## src/core/mma_pkg.sv

```systemverilog
// package for the management-bus indirect access engine
package mma_pkg;
    localparam logic [15:0] ADDR_COMMAND = 16'hf408;
    localparam logic [15:0] ADDR_READ_RESULT = 16'hf409;
    localparam logic [15:0] ADDR_WRITE_PAYLOAD = 16'hf40a;
    localparam logic [15:0] ADDR_CLOCK_CFG = 16'hf40c;
    localparam logic [15:0] RESET_COMMAND = 16'h0000;
    localparam logic [15:0] RESET_READ_RESULT = 16'h0000;
    localparam logic [15:0] RESET_WRITE_PAYLOAD = 16'h0000;
    localparam logic [15:0] RESET_CLOCK_CFG = 16'h0109;
    localparam int PENDING_BIT = 12;
    localparam int OPCODE_HI = 11;
    localparam int OPCODE_LO = 10;
    localparam int PORT_HI = 9;
    localparam int PORT_LO = 5;
    localparam int REG_HI = 4;
    localparam int REG_LO = 0;
    localparam int CLOCK_EN_BIT = 8;
    localparam int FREQ_HI = 7;
    localparam int FREQ_LO = 0;
    localparam logic [15:0] CLOCK_CFG_MASK = 16'h01ff;
    localparam logic [1:0] OPCODE_WRITE = 2'b01;
    localparam logic [1:0] OPCODE_READ = 2'b10;
    localparam logic [1:0] START_CODE = 2'b01;
    localparam logic [1:0] TURNAROUND_WR = 2'b10;
    localparam logic [5:0] PREAMBLE_BITS = 6'h20;
    localparam logic [5:0] FRAME_BITS = 6'h20;
    localparam logic [5:0] TA_FIRST_BIT = 6'h0e;
    localparam logic [5:0] DATA_FIRST_BIT = 6'h10;
    localparam logic [3:0] PRESCALE_LAST = 4'h4;
    localparam int SYS_CLOCK_MHZ = 125;
    localparam int CLOCK_PERIOD_NS = 1000 / SYS_CLOCK_MHZ;

    typedef enum logic [1:0] {
        MMA_IDLE,
        MMA_PREAMBLE,
        MMA_FRAME
    } mma_state_t;

    typedef struct packed {
        logic [15:0] addr;
        logic [15:0] wdata;
        logic write;
        logic read;
    } mma_bus_req_t;

    typedef struct packed {
        logic mdc;
        logic mdio_out;
        logic mdio_oe;
    } mma_link_out_t;
endpackage

```

## src/core/mma_engine.sv

```systemverilog
// management-bus master engine with command, result, payload and clock registers
//
// Design decision made here: the plain strobed port.
`timescale 1ns/1ps
`default_nettype none
// Contract
// - each command write while idle starts one frame
// - one serial port serves inside and outside
// - command write sets pending bit twelve
// - pending clears when a new command fits
// - pending reads one busy, zero idle
// - written pending value is ignored
// - opcode copied into frame; 01 write, 10 read
// - port address copied into frame
// - register address copied into frame
// - returned word lands in result register
// - link clock is sysclk/5/((freq+1)*2)
// - clock drive off releases clock and data
module mma_engine (
    input wire logic clock,
    input wire logic reset_n,
    input wire mma_pkg::mma_bus_req_t bus_req,
    output logic [15:0] bus_rdata,
    output mma_pkg::mma_link_out_t link_out,
    input wire logic mdio_in
);
    import mma_pkg::*;

    typedef struct packed {
        mma_state_t state;
        logic [15:0] command;
        logic [15:0] read_result;
        logic [15:0] write_payload;
        logic [15:0] clock_cfg;
        logic [15:0] rdata;
        logic [31:0] shift;
        logic [15:0] capture;
        logic [5:0] bit_count;
        logic [3:0] prescale;
        logic [7:0] half_count;
        logic mdc;
        logic mdc_pin;
        logic mdio_out;
        logic mdio_oe;
    } mma_regs_t;

    mma_regs_t r;
    mma_regs_t next_r;

    function automatic logic [15:0] read_mux(input mma_regs_t s, input logic [15:0] a);
        logic [15:0] v;
        v = 16'h0000;
        if (a == ADDR_COMMAND) begin
            v = s.command;
        end else if (a == ADDR_READ_RESULT) begin
            v = s.read_result;
        end else if (a == ADDR_WRITE_PAYLOAD) begin
            v = s.write_payload;
        end else if (a == ADDR_CLOCK_CFG) begin
            v = s.clock_cfg;
        end
        return v;
    endfunction

    logic clock_en;
    logic half_tick;
    logic rising;
    logic falling;
    logic is_read;

    always_comb begin
        next_r = r;
        clock_en = r.clock_cfg[CLOCK_EN_BIT];
        // two-stage divider: fixed by five, then by (freq+1) per half period
        half_tick = (r.prescale == PRESCALE_LAST)
            && (r.half_count == r.clock_cfg[FREQ_HI:FREQ_LO]);
        rising = half_tick && !r.mdc;
        falling = half_tick && r.mdc;
        is_read = (r.command[OPCODE_HI:OPCODE_LO] == OPCODE_READ);

        if (r.prescale == PRESCALE_LAST) begin
            next_r.prescale = 4'h0;
            if (half_tick) begin
                next_r.half_count = 8'h00;
            end else begin
                next_r.half_count = r.half_count + 8'h01;
            end
        end else begin
            next_r.prescale = r.prescale + 4'h1;
        end

        // mdc only toggles while a frame runs; it idles low
        if (r.state == MMA_IDLE) begin
            next_r.mdc = 1'b0;
        end else if (half_tick) begin
            next_r.mdc = !r.mdc;
        end

        next_r.rdata = 16'h0000;
        if (bus_req.read) begin
            next_r.rdata = read_mux(r, bus_req.addr);
        end

        if (bus_req.write) begin
            if (bus_req.addr == ADDR_WRITE_PAYLOAD) begin
                next_r.write_payload = bus_req.wdata;
            end else if (bus_req.addr == ADDR_CLOCK_CFG) begin
                next_r.clock_cfg = bus_req.wdata & CLOCK_CFG_MASK;
            end
        end

        case (r.state)
            MMA_IDLE: begin
                next_r.mdio_oe = 1'b0;
                next_r.mdio_out = 1'b1;
                // a command arriving while busy is dropped, it never queues
                if (bus_req.write && bus_req.addr == ADDR_COMMAND) begin
                    next_r.command = {3'b000, 1'b1, bus_req.wdata[OPCODE_HI:0]};
                    next_r.shift = {START_CODE, bus_req.wdata[OPCODE_HI:OPCODE_LO],
                        bus_req.wdata[PORT_HI:PORT_LO], bus_req.wdata[REG_HI:REG_LO],
                        TURNAROUND_WR, r.write_payload};
                    next_r.bit_count = 6'h00;
                    next_r.state = MMA_PREAMBLE;
                    next_r.prescale = 4'h0;
                    next_r.half_count = 8'h00;
                end
            end
            MMA_PREAMBLE: begin
                next_r.mdio_oe = clock_en;
                if (falling) begin
                    next_r.mdio_out = 1'b1;
                    if (r.bit_count == PREAMBLE_BITS - 6'h01) begin
                        next_r.bit_count = 6'h00;
                        next_r.state = MMA_FRAME;
                        next_r.mdio_out = r.shift[31];
                        next_r.shift = {r.shift[30:0], 1'b0};
                    end else begin
                        next_r.bit_count = r.bit_count + 6'h01;
                    end
                end
            end
            MMA_FRAME: begin
                // release the line from turnaround on for reads
                next_r.mdio_oe = clock_en && !(is_read && r.bit_count >= TA_FIRST_BIT);
                if (rising && is_read && r.bit_count >= DATA_FIRST_BIT) begin
                    next_r.capture = {r.capture[14:0], mdio_in};
                end
                if (falling) begin
                    if (r.bit_count == FRAME_BITS - 6'h01) begin
                        next_r.state = MMA_IDLE;
                        next_r.command[PENDING_BIT] = 1'b0;
                        next_r.mdio_oe = 1'b0;
                        if (is_read) begin
                            next_r.read_result = r.capture;
                        end
                    end else begin
                        next_r.bit_count = r.bit_count + 6'h01;
                        next_r.mdio_out = r.shift[31];
                        next_r.shift = {r.shift[30:0], 1'b0};
                    end
                end
            end
            default: begin
                next_r.state = MMA_IDLE;
            end
        endcase
        // pin copy is gated before the flop so the output leaves a register
        next_r.mdc_pin = next_r.mdc && next_r.clock_cfg[CLOCK_EN_BIT];
    end

    always_ff @(posedge clock) begin
        if (!reset_n) begin
            r <= '0;
            r.state <= MMA_IDLE;
            r.command <= RESET_COMMAND;
            r.read_result <= RESET_READ_RESULT;
            r.write_payload <= RESET_WRITE_PAYLOAD;
            r.clock_cfg <= RESET_CLOCK_CFG;
            r.mdio_out <= 1'b1;
        end else begin
            r <= next_r;
        end
    end

    assign bus_rdata = r.rdata;
    // drivers are gated by the clock-drive enable; the frame still runs internally
    assign link_out.mdc = r.mdc_pin;
    assign link_out.mdio_out = r.mdio_out;
    assign link_out.mdio_oe = r.mdio_oe;
endmodule // mma_engine
`default_nettype wire

```

## config.mk

```make
export PLATFORM = sky130hd
export DESIGN_NAME = mma_engine
export DESIGN_NICKNAME = d
export VERILOG_FILES = /design/src/core/mma_pkg.sv /design/src/core/mma_engine.sv
export SDC_FILE = /design/constraint.sdc
export NUM_CORES = 1
export LEC_CHECK = 0
export BUFFER_PORTS_ARGS = -buffer_cell sky130_fd_sc_hd__buf_2
export CORE_MARGIN = 3
export CORE_UTILIZATION = 39
export DETAILED_ROUTE_END_ITERATION = 8
export GPL_TIMING_DRIVEN = 0
export SLEW_MARGIN = 15
export SYNTH_ARGS = -nofsm -noshare
export SYNTH_HDL_FRONTEND = slang
export SYNTH_SLANG_ARGS = --single-unit
```

## constraint.sdc

```tcl
create_clock -name clock -period 3.61 [get_ports clock]
set_input_delay 0.361 -clock clock [delete_from_list [all_inputs] [get_ports clock]]
set_output_delay 0.361 -clock clock [all_outputs]
set_load 0.01 [all_outputs]
```

Yosys cells after proc, flatten, opt, wreduce, memory -nomap -nowiden. Index checks and enable logic that the tools add are counted. W data, S select, Z words.

Muxes and demuxes: 40. Equality and inequality tests: 16. Bitwise operators: 2. $add $sub $neg: 3. Reduce and logical (&&, ||, !) cells: 26. $lt $le $gt $ge: 2.

Operators by type and width (count): $mux W32 (5); $pmux W32 S3 (1); $eq A16 B16 Y1 const B (4); $mux W18 (2); $mux W9 (4); $mux W16 (2); $mux W6 (4); $pmux W6 S3 (1); $mux W8 (2); $mux W13 (1); $mux W12 (1); $pmux W2 S3 (2); $reduce_and A4 Y1 (3); $mux W2 (5); $ne A2 B2 Y1 const B (5); $reduce_and A5 Y1 (2); $logic_and A1 B1 Y1 (9); $add A8 B1 Y8 const B (1); $eq A8 B8 Y1 (1); $mux W1 (8); $reduce_and A2 Y1 (4); $add A6 B1 Y6 const B (1); $eq A6 B5 Y1 const B (1); $ge A6 B4 Y1 const B (1); other kinds (16) (19).

Register bits: 142. Word-level logic and storage cells: 107. Input port bits: 37.

Depth between registers and ports, before layout.
Depth after elaboration: 7. Gate-level depth with buffers: 15. Depth with buffers taken out: 12.

Worst setup path after synthesis. No wires, ideal clock.

Path kind: register -> register. Start point: register r[12] (netlist bit). End point: register r[62] (netlist bit). Path buffers: 3. Stages on the path, launching flop included: 16. Path slack: 0.825 ns. Data arrival time: 2.669 ns. Required time: 3.494 ns. Cell sequence: dfxtp_1 inv_1 ha_1 nand3b_1 nor3_1 nand4_1 inv_1 ha_1 o21ba_2 a311o_1 buf_2 a21oi_1 buf_2 buf_4 nand3_1 o211a_1.

Longest elaborated chain between the ends: 5. Elaborated cells between the ends (all ways): 6.

Ends and longest elaborated chain: start: declaration (RTL line mma_engine.sv:47) `mma_regs_t r;`; start signal: assignment (RTL line mma_engine.sv:181) `r <= next_r;`; $eq A4 B3 Y1 * (RTL line mma_engine.sv:75) `half_tick = (r.prescale == PRESCALE_LAST)`; $logic_and A1 B1 Y1 * (RTL line mma_engine.sv:76) `&& (r.half_count == r.clock_cfg[FREQ_HI:FREQ_LO]);`; $logic_and A1 B1 Y1 * (RTL line mma_engine.sv:78) `falling = half_tick && r.mdc;`; $ne A2 B2 Y1 (no line); $reduce_and A6 Y1 (no line) *.

Mark *: on every way between the ends. The rest lies on a longest branch, timed or not. A chain may end at the register's enable or synchronous reset.

Worst setup path after layout. Same ends and word-level chain as after synthesis.

==> reports/results.ini <==
[timing]
holdWs_ns=0.2041
rsz0062_at_grt=no
tightest_slew_ns=1.080
setup_viol=0
worst_slack_ns=0.3540
max_freq_mhz=307.1
min_period_ns=3.256
drv_slew=0
hold_viol_final=0
fin_skew_ns=0.008936
fin_crit_sh_pct=90.19
relSlewSlack_pct=27.34
tns_ns=0

[clock_network]
clk_pin_slew_ns=0.06
cts_buffers=17
clk_path_buf_depth=2
clockRootBuffer=clkbuf_16
clkSinkCount=142
clk_latency_ns=0.42
hold_buffers=0
cts_tree=done
ctsHtreeMaxLevel=4

[layout]
nets=805
stdcell_count=986
layout-drive-gt1-share_pct=16.88
n_antenna_cell=0
final.fill_count=1569
area_growth_pct=17.63
ff_latch_area_um2=2843
multi_input_area_um2=3207

[global_routing]
antenna_found_initial=0
grt_overflow_total=0
grt_use_total_pct=18.53
grt_max_degree=17
grt_pass1_vias=4974
grt_pass1_wl_um=26500

[detailed_routing]
post_drt_wl_per_cell_um=17.07
drt-total-wl_um=16830
firstDrtPassIters=6
num_vias=5243
antenna_left=0
drt-vias-per-instance=5.317
drtIter0Drc=512
drc=0

[place]
dp_cells=952
portBuffers=53
pre_cts_ws_ns=0.1059
dp_hpwl_um=12490
routabilityCongestion=0.8898

[job]
cap_violations=0

[die]
die_h_um=134.7
rows=46
die_width_um=134.7
die_area_um2=18140
coreArea_um2=16060
start_util_pct=40.21
ios=56

[yosys]
syn_area_um2=6457
yosysTopAreaCell=dfxtp_1
ys.warnings.count=0
seq_area_frac_synth_pct=44.02
synth_nets=731
avgSynthCellArea_um2=9.455
synth_edf_count=0
synthTopCellsByCount=142 x dfxtp_1, 67 x mux2i_1, 65 x nand2_1
synth_area_leaders=dfxtp_1 44%, mux2i_1 10%, o211a_1 4.8%, nand3_1 4.5%, nand2_1 3.8%
yosys.cell_types.count=53
yosysMostFrequentCell=dfxtp_1
yosys.area.top_type_share_pct=44.02
synthArstFlopShare_pct=0
synth-seq-cells=142
syn-instance-count=683
synth_ff_type=dfxtp_1

[power_and_ir_drop]
pwr_density_cell_nw_per_um2=449.5
pwr-share-clk_pct=50.3
intPower_mw=2.658
netSwitchingPower_mw=0.7561
p_leak_nw=3.072
peakVddDrop_uv=315.0
power_frac_comb_pct=3.5
p_sw_share_pct=22.14
share_seq_of_total_power_pct=46.1

[worst_setup_path]
arrival_ns=3.56
critPathKind=reg2reg
endpoint_kind=register
worst_setup_path_start_kind=register
crit_required_ns=3.91
path_max_fanout=10

[run_status]
status=finished clean

[hold_path]
hold_path.class=in2reg

## layout by cell type, fill, tap and decap left out, types with 7 or more instances in the layout
cell and count:
a222oi_1 10, xor2_1 9, clkbuf_16 17, xnor2_1 7, nand2_1 65, nor2_1 36
buf_4 25, nor3_1 7, o21ai_0 26, mux2i_1 67, a21boi_0 22, nor2b_1 39
ha_1 11, o211a_1 31, inv_1 13, clkbuf_1 31, buf_2 64, dfxtp_1 142
nand3_1 58, a22o_1 8, a21oi_1 9
## final timing paths
check,from,end,slack (ns),cells past startpoint
setup / recovery,r[12]$_SDFF_PN0_,r[62]$_SDFFE_PN0P_,0.35,15
hold / removal,bus_req[14],r[114]$_SDFFE_PN0P_,0.20,3
setup reg to reg,r[12]$_SDFF_PN0_,r[62]$_SDFFE_PN0P_,0.35,15
hold reg to reg,r[123]$_SDFFE_PN0P_,r[123]$_SDFFE_PN0P_,0.47,2
## flip-flops by register name, summed over array words and instances (netlist names)
| name | cells |
|---|---|
| bus_rdata | 16 |
| clock_en | 1 |
| r | 122 |
| link_out | 3 |
## repair_timing
item                                    in CTS  in global routing
buffers inserted                             0                  2
gates resized for setup                      0                  3
endpoints found under the setup margin       0                 30
## area by class of cell
class,instances,share of cell area (%)
clock inverters,11,1.746
well taps,216,3.558
multi-input cells,460,42.22
plain buffers,68,4.793
flip-flops and latches,142,37.42
inverters,13,0.6424
repair buffers,55,3.690
clock buffers,21,5.930
## kinds of logic after synthesis
kind of cell,share of synthesized area (%)
and+or+nand+nor,19.41
DFF,44.02
AOI/OAI and AO/OA,15.50
buffers and inverters,6.375
muxes,10.39
xor gates and xnor gates,2.170
adders and majority gates,2.131
## critical path, stage by stage (launching register included)
cell      delay, ns
dfxtp_1        0.34
inv_1          0.07
ha_1           0.16
nand3b_1       0.16
nor3_1         0.24
nand4_1        0.20
inv_1          0.14
ha_1           0.21
o21ba_2        0.18
a311o_1        0.30
buf_2          0.18
a21oi_2        0.24
buf_2          0.26
buf_4          0.20
nand3_1        0.09
o211a_1        0.15
## routing by layer
layer  vias to the layer above  track usage, %  wire length, um
met4                         0           4.525              177
met1                      2518           25.40             7872
met2                       160           29.68             7785
met5                         -               0                0
li1                       2553               -                -
met3                        12           4.322              996
## per-stage QoR
step / area, um^2 / util [%] / total power [mW]
5_1_grt: 7596 / 47.30 / 3.525
6_report: 7596 / 47.30 / 3.414
3_5_place_dp: 6993 / 43.55 / 1.727
4_1_cts: 7576 / 47.18 / 3.441
3_3_place_gp: 6993 / 43.55 / 1.723
2_1_floorplan: 6457 / - / 1.671
## power by group through the flow
stage / registers [mW] / logic [mW] / clock network [mW]
5_1_grt: 1.58 / 0.130 / 1.82
6_report: 1.58 / 0.120 / 1.72
3_5_place_dp: 1.61 / 0.117 / 0
3_3_place_gp: 1.61 / 0.114 / 0
4_1_cts: 1.58 / 0.117 / 1.75
2_1_floorplan: 1.61 / 0.0618 / 0
(Power assumes the default switching activity.)
